===== src/charger_otg_limit_adc_regs.svh =====
// register offsets, field positions, reset values and limit weights for the result bank
`ifndef CHARGER_OTG_LIMIT_ADC_REGS_SVH
`define CHARGER_OTG_LIMIT_ADC_REGS_SVH

`define OFS_LIMIT_LOW        8'h08
`define OFS_LIMIT_HIGH       8'h09
`define OFS_POWER_MON        8'h26
`define OFS_BUS_VOLTAGE      8'h27
`define OFS_DISCHARGE_CUR    8'h28
`define OFS_CHARGE_CUR       8'h29
`define OFS_COMPARATOR_IN    8'h2a
`define OFS_INPUT_CUR        8'h2b
`define OFS_BATTERY_VOLTAGE  8'h2c
`define OFS_SYSTEM_VOLTAGE   8'h2d
`define OFS_MAKER_ID         8'h2e
`define OFS_PART_ID          8'h2f

`define LIMIT_RESET          8'h00
`define LIMIT_RSVD_BIT       7
`define CURRENT_RSVD_BIT     7
`define LIMIT_LSB_MA         50
`define LIMIT_W6_MA          13'hc80
`define LIMIT_W5_MA          13'h640
`define LIMIT_W4_MA          13'h320
`define LIMIT_W3_MA          13'h190
`define LIMIT_W2_MA          13'h0c8
`define LIMIT_W1_MA          13'h064
`define LIMIT_W0_MA          13'h032
`define UNMAPPED_READ        8'h00

`endif


===== src/charger_otg_limit_adc_pkg.sv =====
// types shared by the result bank
package charger_otg_limit_adc_pkg;
	typedef logic [7:0]  byte_t;
	typedef logic [12:0] milliamp_t;
	typedef logic [6:0]  limit_code_t;
endpackage : charger_otg_limit_adc_pkg


===== src/charger_otg_limit_adc_regs.sv =====
// host register bank: reverse output current limit, converter results, identification
`timescale 1ns/1ps
`default_nettype none
`include "charger_otg_limit_adc_regs.svh"

module charger_otg_limit_adc_regs
	import charger_otg_limit_adc_pkg::*;
#(
	parameter byte_t MAKER_CODE = 8'h5a, // arbitrary value
	parameter byte_t PART_CODE  = 8'ha5  // arbitrary value
) (
	input  wire logic      clock_in,
	input  wire logic      srst_in,
	input  wire logic      reg_write_in,
	input  wire logic      reg_read_in,
	input  wire byte_t     reg_addr_in,
	input  wire byte_t     reg_wdata_in,
	output byte_t          reg_rdata_out,
	output logic           reg_invalid_write_out,
	input  wire byte_t     system_power_monitor_in,
	input  wire byte_t     input_bus_voltage_in,
	input  wire logic [6:0] discharge_current_in,
	input  wire logic [6:0] charge_current_in,
	input  wire byte_t     comparator_input_voltage_in,
	input  wire byte_t     input_current_in,
	input  wire byte_t     battery_voltage_in,
	input  wire byte_t     system_voltage_in,
	output limit_code_t    reverse_output_limit_code_out,
	output milliamp_t      reverse_output_limit_ma_out
);

	// ------------------------------------------------------------
	// helper functions
	// ------------------------------------------------------------
	// the limit is the sum of the weights of the set code bits, 3200 mA at bit 6
	function automatic milliamp_t limit_to_ma(input limit_code_t code);
		milliamp_t sum;
		sum = '0;
		if (code[6]) begin
			sum = sum + `LIMIT_W6_MA;
		end
		if (code[5]) begin
			sum = sum + `LIMIT_W5_MA;
		end
		if (code[4]) begin
			sum = sum + `LIMIT_W4_MA;
		end
		if (code[3]) begin
			sum = sum + `LIMIT_W3_MA;
		end
		if (code[2]) begin
			sum = sum + `LIMIT_W2_MA;
		end
		if (code[1]) begin
			sum = sum + `LIMIT_W1_MA;
		end
		if (code[0]) begin
			sum = sum + `LIMIT_W0_MA;
		end
		limit_to_ma = sum;
	endfunction : limit_to_ma

	// the reserved top bit of a current result always reads zero
	function automatic byte_t current_byte(input logic [6:0] code);
		current_byte = {1'b0, code};
	endfunction : current_byte

	function automatic logic offset_is(input byte_t addr, input byte_t ofs);
		offset_is = (addr == ofs);
	endfunction : offset_is

	// and-or select slice: the byte shows only while its offset is hit
	function automatic byte_t gate_byte(input logic hit, input byte_t value);
		gate_byte = {8{hit}} & value;
	endfunction : gate_byte

	// ------------------------------------------------------------
	// storage
	// ------------------------------------------------------------
	byte_t       limit_high;
	byte_t       limit_low;
	logic        invalid_write;
	limit_code_t limit_code;
	milliamp_t   limit_ma;
	byte_t       rdata;

	// ------------------------------------------------------------
	// address decode
	// ------------------------------------------------------------
	wire logic at_limit_low;
	wire logic at_limit_high;
	wire logic at_power_mon;
	wire logic at_bus_voltage;
	wire logic at_discharge;
	wire logic at_charge;
	wire logic at_comparator;
	wire logic at_input_current;
	wire logic at_battery;
	wire logic at_system_voltage;
	wire logic at_maker_id;
	wire logic at_part_id;
	wire logic at_result;
	wire logic at_mapped;

	assign at_limit_low = offset_is(
		reg_addr_in,
		`OFS_LIMIT_LOW
	);
	assign at_limit_high = offset_is(
		reg_addr_in,
		`OFS_LIMIT_HIGH
	);
	assign at_power_mon = offset_is(
		reg_addr_in,
		`OFS_POWER_MON
	);
	assign at_bus_voltage = offset_is(
		reg_addr_in,
		`OFS_BUS_VOLTAGE
	);
	assign at_discharge = offset_is(
		reg_addr_in,
		`OFS_DISCHARGE_CUR
	);
	assign at_charge = offset_is(
		reg_addr_in,
		`OFS_CHARGE_CUR
	);
	assign at_comparator = offset_is(
		reg_addr_in,
		`OFS_COMPARATOR_IN
	);
	assign at_input_current = offset_is(
		reg_addr_in,
		`OFS_INPUT_CUR
	);
	assign at_battery = offset_is(
		reg_addr_in,
		`OFS_BATTERY_VOLTAGE
	);
	assign at_system_voltage = offset_is(
		reg_addr_in,
		`OFS_SYSTEM_VOLTAGE
	);
	assign at_maker_id = offset_is(
		reg_addr_in,
		`OFS_MAKER_ID
	);
	assign at_part_id = offset_is(
		reg_addr_in,
		`OFS_PART_ID
	);

	assign at_result = at_power_mon
		|| at_bus_voltage
		|| at_discharge
		|| at_charge
		|| at_comparator
		|| at_input_current
		|| at_battery
		|| at_system_voltage
		|| at_maker_id
		|| at_part_id;
	assign at_mapped = at_limit_low || at_limit_high || at_result;

	// ------------------------------------------------------------
	// write side
	// ------------------------------------------------------------
	// a one in reserved bit 7 is the host's fault: it is flagged and stored as written
	wire logic        write_limit_high;
	wire logic        write_limit_low;
	wire logic        write_reserved_one;
	wire byte_t       next_limit_high;
	wire byte_t       next_limit_low;
	wire logic        next_invalid_write;
	wire limit_code_t next_limit_code;
	wire milliamp_t   next_limit_ma;

	assign write_limit_high   = reg_write_in && at_limit_high;
	assign write_limit_low    = reg_write_in && at_limit_low;
	assign write_reserved_one = write_limit_high && reg_wdata_in[`LIMIT_RSVD_BIT];
	assign next_limit_high    = write_limit_high ? reg_wdata_in : limit_high;
	assign next_limit_low     = write_limit_low ? reg_wdata_in : limit_low;
	assign next_invalid_write = write_reserved_one;
	// outputs follow the value being stored, so they move with the register
	assign next_limit_code    = next_limit_high[6:0];
	assign next_limit_ma      = limit_to_ma(next_limit_code);

	// ------------------------------------------------------------
	// registers
	// ------------------------------------------------------------
	always_ff @(posedge clock_in) begin
		if (srst_in) begin
			limit_high <= `LIMIT_RESET;
		end else begin
			limit_high <= next_limit_high;
		end
	end

	always_ff @(posedge clock_in) begin
		if (srst_in) begin
			limit_low <= `LIMIT_RESET;
		end else begin
			limit_low <= next_limit_low;
		end
	end

	always_ff @(posedge clock_in) begin
		if (srst_in) begin
			invalid_write <= 1'b0;
		end else begin
			invalid_write <= next_invalid_write;
		end
	end

	always_ff @(posedge clock_in) begin
		if (srst_in) begin
			limit_code <= 7'(`LIMIT_RESET);
		end else begin
			limit_code <= next_limit_code;
		end
	end

	always_ff @(posedge clock_in) begin
		if (srst_in) begin
			limit_ma <= 13'(`LIMIT_RESET);
		end else begin
			limit_ma <= next_limit_ma;
		end
	end

	always_ff @(posedge clock_in) begin
		if (srst_in) begin
			rdata <= `UNMAPPED_READ;
		end else begin
			rdata <= next_rdata;
		end
	end

	// ------------------------------------------------------------
	// read side
	// ------------------------------------------------------------
	// results are sampled on the read so the byte stays put while the host shifts it
	// writes to result and id offsets reach no storage at all
	wire byte_t read_limit_low;
	wire byte_t read_limit_high;
	wire byte_t read_power_mon;
	wire byte_t read_bus_voltage;
	wire byte_t read_discharge;
	wire byte_t read_charge;
	wire byte_t read_comparator;
	wire byte_t read_input_current;
	wire byte_t read_battery;
	wire byte_t read_system_voltage;
	wire byte_t read_maker_id;
	wire byte_t read_part_id;
	wire byte_t gated_limit_low;
	wire byte_t gated_limit_high;
	wire byte_t gated_power_mon;
	wire byte_t gated_bus_voltage;
	wire byte_t gated_discharge;
	wire byte_t gated_charge;
	wire byte_t gated_comparator;
	wire byte_t gated_input_current;
	wire byte_t gated_battery;
	wire byte_t gated_system_voltage;
	wire byte_t gated_maker_id;
	wire byte_t gated_part_id;
	wire byte_t mapped_byte;
	wire byte_t read_byte;
	wire byte_t next_rdata;

	assign read_limit_low      = limit_low;
	assign read_limit_high     = limit_high;
	assign read_power_mon      = system_power_monitor_in;
	assign read_bus_voltage    = input_bus_voltage_in;
	assign read_discharge      = current_byte(discharge_current_in);
	assign read_charge         = current_byte(charge_current_in);
	assign read_comparator     = comparator_input_voltage_in;
	assign read_input_current  = input_current_in;
	assign read_battery        = battery_voltage_in;
	assign read_system_voltage = system_voltage_in;
	assign read_maker_id       = MAKER_CODE;
	assign read_part_id        = PART_CODE;

	assign gated_limit_low = gate_byte(
		at_limit_low,
		read_limit_low
	);
	assign gated_limit_high = gate_byte(
		at_limit_high,
		read_limit_high
	);
	assign gated_power_mon = gate_byte(
		at_power_mon,
		read_power_mon
	);
	assign gated_bus_voltage = gate_byte(
		at_bus_voltage,
		read_bus_voltage
	);
	assign gated_discharge = gate_byte(
		at_discharge,
		read_discharge
	);
	assign gated_charge = gate_byte(
		at_charge,
		read_charge
	);
	assign gated_comparator = gate_byte(
		at_comparator,
		read_comparator
	);
	assign gated_input_current = gate_byte(
		at_input_current,
		read_input_current
	);
	assign gated_battery = gate_byte(
		at_battery,
		read_battery
	);
	assign gated_system_voltage = gate_byte(
		at_system_voltage,
		read_system_voltage
	);
	assign gated_maker_id = gate_byte(
		at_maker_id,
		read_maker_id
	);
	assign gated_part_id = gate_byte(
		at_part_id,
		read_part_id
	);

	assign mapped_byte = gated_limit_low
		| gated_limit_high
		| gated_power_mon
		| gated_bus_voltage
		| gated_discharge
		| gated_charge
		| gated_comparator
		| gated_input_current
		| gated_battery
		| gated_system_voltage
		| gated_maker_id
		| gated_part_id;
	assign read_byte  = at_mapped ? mapped_byte : `UNMAPPED_READ;
	assign next_rdata = reg_read_in ? read_byte : rdata;

	// ------------------------------------------------------------
	// outputs
	// ------------------------------------------------------------
	assign reg_rdata_out                 = rdata;
	assign reg_invalid_write_out         = invalid_write;
	assign reverse_output_limit_code_out = limit_code;
	assign reverse_output_limit_ma_out   = limit_ma;

endmodule : charger_otg_limit_adc_regs
`default_nettype wire


===== config.mk =====
export PLATFORM = sky130hd
export DESIGN_NAME = charger_otg_limit_adc_regs
export DESIGN_NICKNAME = d
export VERILOG_FILES = /design/src/charger_otg_limit_adc_pkg.sv /design/src/charger_otg_limit_adc_regs.sv
export VERILOG_INCLUDE_DIRS = /design/src /design/src/src
export SDC_FILE = /design/constraint.sdc
export NUM_CORES = 1
export LEC_CHECK = 0
export ABC_AREA = 1
export BUFFER_PORTS_ARGS = -buffer_cell sky130_fd_sc_hd__buf_2
export CAP_MARGIN = 20
export CORE_ASPECT_RATIO = 1.4
export CORE_MARGIN = 4
export CORE_UTILIZATION = 45
export CTS_CLUSTER_DIAMETER = 50
export DETAILED_ROUTE_END_ITERATION = 8
export HOLD_SLACK_MARGIN = 0.08
export PLACE_DENSITY_LB_ADDON = 0.2
export SLEW_MARGIN = 15
export SYNTH_ARGS = -nofsm -noshare
export SYNTH_HDL_FRONTEND = slang
export SYNTH_SLANG_ARGS = --single-unit

===== constraint.sdc =====
create_clock -name clock_in -period 4.3 [get_ports clock_in]
set_clock_uncertainty 0.2 [all_clocks]
set_input_delay 0.215 -clock clock_in [delete_from_list [all_inputs] [get_ports clock_in]]
set_output_delay 0.215 -clock clock_in [all_outputs]
set_load 0.1 [all_outputs]

* After elaboration in Yosys (flattened, before gate mapping)
Cells that the tools add are included.
** Storage, ports and cells
- Register bits after elaboration :: 38
- Input bits :: 82
- Output and inout port bits :: 29
- Logic and storage cells :: 68
** Operators by class
- Equal/unequal tests :: 12
- Add/subtract/negate cells :: 6
- Bitwise operators :: 21
- Mux-type cells :: 9
- Reductions and logical operators :: 14
** Operator list (number)
- == test 8 x 6 -> 1 bit, second input constant :: 10
- OR 8 bit :: 10
- two-way mux 13 bit :: 6
- bitwise AND 8 bit :: 8
- bitwise AND 8 x 7 -> 8 bit :: 2
- == test 8 x 4 -> 1 bit, second input constant :: 2
- adder 13 x 10 -> 13 bit, second input constant :: 1
- adder 13 x 11 -> 13 bit, second input constant :: 1
- adder 13 x 6 -> 13 bit, second input constant :: 1
- adder 13 x 7 -> 13 bit, second input constant :: 1
- adder 13 x 8 -> 13 bit, second input constant :: 1
- adder 13 x 9 -> 13 bit, second input constant :: 1
- two-way mux 12 bit :: 1
- logical OR 1 bit :: 11
- two-way mux 8 bit :: 1
- OR 8 x 7 -> 8 bit :: 1
- two-way mux 7 bit :: 1
- logical AND 1 bit :: 3

* Logic depth before layout (Yosys ltp)
Gate-level depths: netlist of run 1.
- Word-level depth :: 16
- Gate-level depth with buffers :: 23
- Gate-level depth less buffers :: 22

* Worst setup path before layout of run 1
No wires, ideal clock.
- Kind :: input to register
- From :: input port reg_addr_in[5]
- To :: register limit_ma[12], in the netlist reverse_output_limit_ma_out[12]
- Setup time :: 0.113 ns
- Stages :: 22
- Data arrival time :: 2.148 ns
- Required time :: 3.987 ns
- Path slack :: 1.840 ns
- Buffers on the path :: 1
- Cell sequence :: nor2_1 > nand2_1 > inv_1 > nand3_2 > buf_6 > nand2_1 > nand2_4 > ha_1 > inv_1 > nand2_1 > nand2_2 > inv_2 > nand3_1 > nand2_2 > nand2_1 > nand2_1 > nand2_1 > nand2_1 > nor2_1 > nand3_1 > nand2_1 > nor2_1
** On the way
- Word-level cells in the longest chain between the ends :: 16
** Ends and longest elaborated chain
- from (decl) :: line charger_otg_limit_adc_regs.sv:16 : input wire byte_t reg_addr_in,
- == test 8 x 4 -> 1 bit * :: line charger_otg_limit_adc_regs.sv:69 : offset_is = (addr == ofs);
- logical AND 1 bit * :: line charger_otg_limit_adc_regs.sv:179 : assign write_limit_high = reg_write_in && at_limit_high;
- two-way mux 7 bit * :: line charger_otg_limit_adc_regs.sv:182 : assign next_limit_high = write_limit_high ? reg_wdata_in : limit_high;
- two-way mux 12 bit :: line charger_otg_limit_adc_regs.sv:39 : if (code[6]) begin
- adder 13 x 11 -> 13 bit (no source line)
- two-way mux 13 bit :: line charger_otg_limit_adc_regs.sv:42 : if (code[5]) begin
- adder 13 x 10 -> 13 bit (no source line)
- two-way mux 13 bit :: line charger_otg_limit_adc_regs.sv:45 : if (code[4]) begin
- adder 13 x 9 -> 13 bit (no source line)
- two-way mux 13 bit :: line charger_otg_limit_adc_regs.sv:48 : if (code[3]) begin
- adder 13 x 8 -> 13 bit (no source line)
- two-way mux 13 bit :: line charger_otg_limit_adc_regs.sv:51 : if (code[2]) begin
- adder 13 x 7 -> 13 bit (no source line)
- two-way mux 13 bit :: line charger_otg_limit_adc_regs.sv:54 : if (code[1]) begin
- adder 13 x 6 -> 13 bit (no source line)
- two-way mux 13 bit * :: line charger_otg_limit_adc_regs.sv:57 : if (code[0]) begin
- to (signal assigned) :: line charger_otg_limit_adc_regs.sv:226 : limit_ma <= 13'(`LIMIT_RESET);
- to (signal assigned) :: line charger_otg_limit_adc_regs.sv:228 : limit_ma <= next_limit_ma;
- to (decl) :: line charger_otg_limit_adc_regs.sv:84 : milliamp_t limit_ma;
Every way passes the cells marked *; elsewhere a longest branch is shown, timed or not.
A chain may end at the register's enable or synchronous reset.

* Worst setup path in the final report of run 1
- From :: input port reg_addr_in[3]
- To :: register limit_ma[12], in the netlist reverse_output_limit_ma_out[12]
Same word-level chain as after synthesis.

==> impl_metrics.json, run 1 <==
{
  "p_sw_share_pct": 26.76,
  "final.period_utilization_pct": 62.60,
  "period_needed_ps": 2692,
  "fp.dieArea_mm2": 0.007548,
  "dp_hpwl_mm": 6.939,
  "grt_pass1_vias": 3092,
  "synth.net_count": 530,
  "gp_congestion": 0.8668,
  "grt_overflow": 0,
  "vias": 3168,
  "internal_power_mw": 0.4648,
  "syn_avg_cell_area_um2": 6.304,
  "final_nets": 637,
  "cp_max_fo": 11,
  "pwr-share-clk_pct": 34.9,
  "finalWirelength_mm": 8.268,
  "ys_types": 33,
  "rsz0062_at_grt": "false",
  "antenna_found_initial": 0,
  "numCtsBuffers": 5,
  "max-cap-violations": 0,
  "crit_path_start_kind": "primary input",
  "routed_via_density": 5.110,
  "htree_levels": 2,
  "p_leak_nw": 1.878,
  "synth_cells": 443,
  "clk_latency_ps": 280,
  "hold_path_class": "in -> reg",
  "tns_ps": 0,
  "worstPathRequired_ps": 4290,
  "chipWidth_um": 74.58,
  "seq_power_share_pct": 49.9,
  "yosysSeqAreaShare_pct": 24.37,
  "cp-end-kind": "flip-flop",
  "dr.first_iter.drc_count": 101,
  "netlist_area_mm2": 0.002793,
  "start_util_pct": 46.97,
  "ir_worst_vdd_uv": 132.6,
  "utilization_pct": 58.42,
  "diodes": 0,
  "grt_pass1_wl_mm": 13.12,
  "max_slew_margin_pct": 53.40,
  "cts.sinks": 34,
  "row_count": 33,
  "slew_viol_final": 0,
  "worst_slew_pin_slew_ps": 696.5,
  "p_per_area_mw_per_mm2": 182.7,
  "cts_tree": "built",
  "yosysWarnings": 0,
  "power_mw": 0.6347,
  "fill_cells": 614,
  "ys_seq_elements": 34,
  "worstPathArrival_ps": 2680,
  "area_growth_syn_to_layout_pct": 24.37,
  "num_io_pins": 111,
  "outcome": "finished, final reports clean",
  "die_y_um": 101.2,
  "drive_gt1_share_pct": 30.73,
  "grt_max_degree": 20,
  "pwr-share-comb_pct": 15.2,
  "clock-root-buffer": "clkbuf_8",
  "hold_violations": 0,
  "setup_viol_count_final": 0,
  "wire_per_inst_um": 13.34,
  "max_freq_ghz": 0.3715,
  "drc": 0,
  "postRouteAntennaNets": 0,
  "core_area_mm2": 0.005946,
  "switchingPower_mw": 0.1699,
  "clk_pin_slew_worst_paths_ps": 70,
  "port_buffers": 109,
  "grt_usage_pct": 21.99,
  "worstSetupPathType": "in -> reg",
  "cts_max_path_buffers": 2,
  "firstDrtPassIters": 4
}
[critical path, stage by stage]
cell and delay (ps):
buf_2 100, inv_1 70, nor2_2 140, nand2_2 100, nor2_4 310, nand3_1 140
nand2_1 250, nand2_1 90, nand2_1 110, inv_1 60, ha_1 170, inv_1 70
nand2_1 60, a21oi_2 160, inv_1 50, nor2_1 150, nand4_1 100, nor2_1 150
nand3_1 90, nand2_1 70, nor2_1 40
[cells in the mapped netlist (all sizes together)]
cell type | number | area [um^2]
a221oi | 20 | 175.2
a22o | 1 | 8.760
inv | 72 | 270.3
o21a | 1 | 7.510
nor3 | 4 | 20.02
nand2 | 131 | 579.3
xnor2 | 1 | 8.760
clkbuf | 5 | 18.77
dfxtp | 34 | 680.7
a211oi | 2 | 15.01
nor4 | 1 | 6.260
nand4 | 6 | 37.54
nor2 | 46 | 200.2
o31ai | 1 | 7.510
o22ai | 1 | 6.260
buf | 14 | 110.1
conb | 1 | 3.750
o211ai | 1 | 7.510
o21ai | 29 | 152.7
nand3 | 43 | 290.3
ha | 5 | 62.56
a21oi | 24 | 123.9
[final cells by class]
type                    instances  area, um^2  share of cell area, %
clock buffers                   5       68.82                  1.981
flip-flops and latches         34       680.7                  19.60
clock inverters                 2       10.01                 0.2882
well taps                      70       87.58                  2.522
inverters                      72       270.3                  7.781
repair buffers                119       643.1                  18.52
multi-input cells             318        1713                  49.32
[cell families after synthesis]
family	share of synthesized area, %
buf+inv	14.29
xor+xnor	0.3137
other cells	0.1343
fa+ha+maj	2.240
simple gates	40.59
flops	24.37
compound gates	18.06
[per-stage QoR]
step,setup WS [ps],hold WS (ps),std cells,area [um^2]
floorplan,1840,149.9,443,2793
global placement,1310,252.9,604,3304
detailed placement,1308,254.1,604,3304
CTS,1603,104.6,620,3473
global route,1290,129.4,620,3473
finish,1608,103.3,620,3473
[power by group through the flow]
stage	combinational [mW]	sequential, mW	clock, mW
global placement	0.0885	0.324	0
floorplan	0.0354	0.331	0
CTS	0.0964	0.317	0.228
global route	0.105	0.317	0.240
detailed placement	0.0896	0.324	0
finish	0.0962	0.317	0.222
[registers in the layout (all words and copies together) (netlist names)]
| register | cells |
|---|---|
| reverse_output_limit_code_out | 7 |
| reverse_output_limit_ma_out | 9 |
| limit_high | 1 |
| reg_invalid_write_out | 1 |
| reg_rdata_out | 8 |
| limit_low | 8 |
[cell usage in the layout (no fill, tap or decap), types with 2 or more instances in the layout]
cell and instances:
a21oi_1 23, o21ai_0 27, nand3_2 10, inv_1 67
ha_1 5, a211oi_1 2, nand2_1 106, nand3_4 2
buf_2 109, a221oi_1 20, nand2_2 20, nor3_1 4
nand2_4 5, dfxtp_1 34, nand4_1 6, o21ai_2 2
nand3_1 31, clkinv_2 2, nor2_4 2, inv_2 5
nor2_2 5, nor2_1 39, clkbuf_8 5, dlygate4sd3_1 9
[metal layers]
layer,GRT usage [%],part of all wire [%]
met5,0,0
met4,7.808,1.8
met3,5.164,8.3
met2,44.41,55
met1,20.39,35
[timing repair]
| item | CTS | global route |
|---|---|---|
| hold endpoints to repair | 19 | 0 |
| gates resized for setup | 0 | 0 |
| buffers inserted | 0 | 0 |
| hold buffers | 9 | 0 |
[path summary, 6_finish.rpt]
kind,slack [ps],start,to,cells after the start
setup / recovery,1610,reg_addr_in[3],reverse_output_limit_ma_out[12],21
hold / removal,100,srst_in,reverse_output_limit_code_out[0],2
setup reg to reg,1920,reverse_output_limit_code_out[5],reverse_output_limit_ma_out[12],18
hold reg to reg,270,reg_rdata_out[7],reg_rdata_out[7],2
Note: power is estimated with default switching activity, not from simulation.
==> inputs of run 2 (changes only) <==
==> constraint.sdc (replaced) <==
create_clock -name clock_in -period 2.39 [get_ports clock_in]
set_clock_uncertainty 0.2 [all_clocks]
set_input_delay 0.1195 -clock clock_in [delete_from_list [all_inputs] [get_ports clock_in]]
set_output_delay 0.1195 -clock clock_in [all_outputs]
set_load 0.1 [all_outputs]
==> run 2 against run 1 <==
  * Combinational power rose by 130%
  * Highest routed layer unchanged
  * Die area is the same
  * Register-to-register slack worse by 1800 ps
  * Final area up 25%
  * Utilization grew 15 points
  * Critical endpoint unchanged
  * Non-clock buffer count grew 67
  * Setup slack got worse by 1600 ps
  * Clock power up 75%
  * Hold slack worse by 36 ps
  * Critical path depth stayed put
  * Power rose by 86%
  * Flip-flop and latch count is the same
==> impl_metrics.json, run 2 (synthesis gave the netlist of run 1 again) <==
{
  "finalWirelength_mm": 10.03,
  "drc": 0,
  "grt_pass1_wl_mm": 14.28,
  "firstDrtPassIters": 5,
  "worstPathArrival_ps": 2350,
  "setup_viol_count_final": 0,
  "clk_latency_ps": 280,
  "clock-root-buffer": "clkbuf_8",
  "power_mw": 1.178,
  "final_nets": 705,
  "largest_reg_flops": 9,
  "dr.first_iter.drc_count": 150,
  "core_area_mm2": 0.005946,
  "max-cap-violations": 0,
  "rsz0062_at_grt": "true",
  "worstSetupPathType": "in -> reg",
  "start_util_pct": 46.97,
  "row_count": 33,
  "die_y_um": 101.2,
  "crit_path_frequent_cell": "nand2_1",
  "max_freq_ghz": 0.4229,
  "grt_max_degree": 20,
  "crit_path_start_kind": "primary input",
  "numCtsBuffers": 5,
  "internal_power_mw": 0.8622,
  "postRouteAntennaNets": 0,
  "cts.sinks": 34,
  "fp.dieArea_mm2": 0.007548,
  "outcome": "finished, final reports clean",
  "fin_cells": 688,
  "setup_slack_ps": 25.57,
  "final.period_utilization_pct": 98.93,
  "num_io_pins": 111,
  "gp_congestion": 0.8637,
  "period_needed_ps": 2364,
  "wire_per_inst_um": 14.58,
  "port_buffers": 109,
  "worst_slew_pin_slew_ps": 506.0,
  "max_slew_margin_pct": 66.14,
  "r2r_slack_ps": 90,
  "crit_path_cell_trace": "buf_6, inv_2, nor2_4, nand2_2, nor2_4, buf_6, nand3_4, nand2_4, ha_4, o21ai_4, nand3_4, inv_2, nand2_2, nand2_1, nand2_2, nand2_1, nand2_1, nor2_2, nand3_1, nand2_1, nor2_1",
  "seq_power_share_pct": 48.4,
  "drive_gt1_share_pct": 44.98,
  "grt_usage_pct": 23.91,
  "clk_pin_slew_worst_paths_ps": 60,
  "max_stage_delay_ps": 230,
  "final_cell_mix": "105 x buf_2, 79 x nand2_1, 58 x inv_1, 53 x buf_4, 39 x nand2_2",
  "routed_via_density": 5.289,
  "chipWidth_um": 74.58,
  "pwr-share-comb_pct": 18.5,
  "p_per_area_mw_per_mm2": 271.4,
  "dp.cells": 645,
  "cts_max_path_buffers": 2,
  "worstPathRequired_ps": 2370,
  "hold_violations": 0,
  "p_leak_nw": 2.258,
  "ir_worst_vdd_uv": 183.0,
  "cp_max_fo": 6,
  "p_sw_share_pct": 26.78,
  "cts_tree": "built",
  "cp_slowest_cell": "nor2_4",
  "vias": 3639,
  "grt_pass1_vias": 3378,
  "crit_buf_inv": 4,
  "diodes": 0,
  "grt_overflow": 0,
  "antenna_found_initial": 0,
  "placed_cell_area_mm2": 0.003612,
  "critPathTopFamily": "simple AND/OR/NAND/NOR gates",
  "hold_path_class": "in -> reg",
  "slew_viol_final": 0,
  "cp-end-kind": "flip-flop",
  "dp_hpwl_mm": 7.387,
  "pwr-share-clk_pct": 33.1,
  "final_common_cell": "buf_2",
  "fin_area_mm2": 0.004339,
  "switchingPower_mw": 0.3154,
  "htree_levels": 2,
  "place_ws_ps": -331.8,
  "area_growth_syn_to_layout_pct": 55.38,
  "fill_cells": 474
}
==> run 2: cell types whose count changed in the layout (fill, tap and decap cells not counted), sizes merged <==
cell	previous run	this run
nand3	43	44
dlygate4sd3	9	18
buf	110	168
==> run 2: metrics by stage <==
stage	util, %	hold slack (ps)	setup TNS, ps
finish	72.98	67.32	0
global route	72.98	106.2	-524.0
CTS	65.24	85.36	0
detailed placement	60.75	196.3	-1194
global placement	60.75	183.9	-851.4
floorplan	-	54.40	0
==> run 2: final timing paths <==
path	start	end	cells past startpoint
setup / recovery	reg_addr_in[0]	reverse_output_limit_ma_out[12]	21
hold / removal	battery_voltage_in[5]	reg_rdata_out[5]	5
setup reg to reg	reverse_output_limit_code_out[4]	reverse_output_limit_ma_out[12]	16
hold reg to reg	reg_rdata_out[4]	reg_rdata_out[4]	2
==> run 2: tightest hold or removal path, cell delays in order <==
cell and delay (ps):
buf_2 80, a221oi_1 60, nand3_1 90, nand2_1 60
a21oi_1 110
==> run 2: layer usage <==
layer / vias up / wire, um / GRT usage (%)
met2: 163 / 5485 / 48.75
li1: 1788 / - / -
met3: 42 / 728 / 3.178
met5: - / 0 / 0
met4: 0 / 451 / 11.37
met1: 1646 / 3363 / 21.95
==> run 2: power by group through the flow <==
stage | registers (mW) | logic, mW | clock network, mW
finish | 0.570 | 0.218 | 0.389
global placement | 0.582 | 0.173 | 0
detailed placement | 0.583 | 0.176 | 0
global route | 0.570 | 0.235 | 0.419
floorplan | 0.595 | 0.0636 | 0
CTS | 0.570 | 0.196 | 0.398
==> run 2: final cells by class <==
class | instances | area, um^2 | share of cell area [%]
Clock inverter | 2 | 10.01 | 0.2307
Clock buffer | 5 | 68.82 | 1.586
Sequential cell | 34 | 680.7 | 15.69
Timing Repair Buffer | 186 | 1234 | 28.43
Tap cell | 70 | 87.58 | 2.018
Inverter | 72 | 275.3 | 6.344
Multi-Input combinational cell | 319 | 1983 | 45.70
==> run 2: repair_timing <==
| action | CTS | global route |
|---|---|---|
| setup buffers | 0 | 19 |
| setup endpoints to repair | 2 | 7 |
| hold endpoints to repair | 25 | 0 |
| cloned | 1 | 0 |
| pin swaps | 1 | 51 |
| resized for setup | 1 | 83 |
| hold buffers | 18 | 0 |
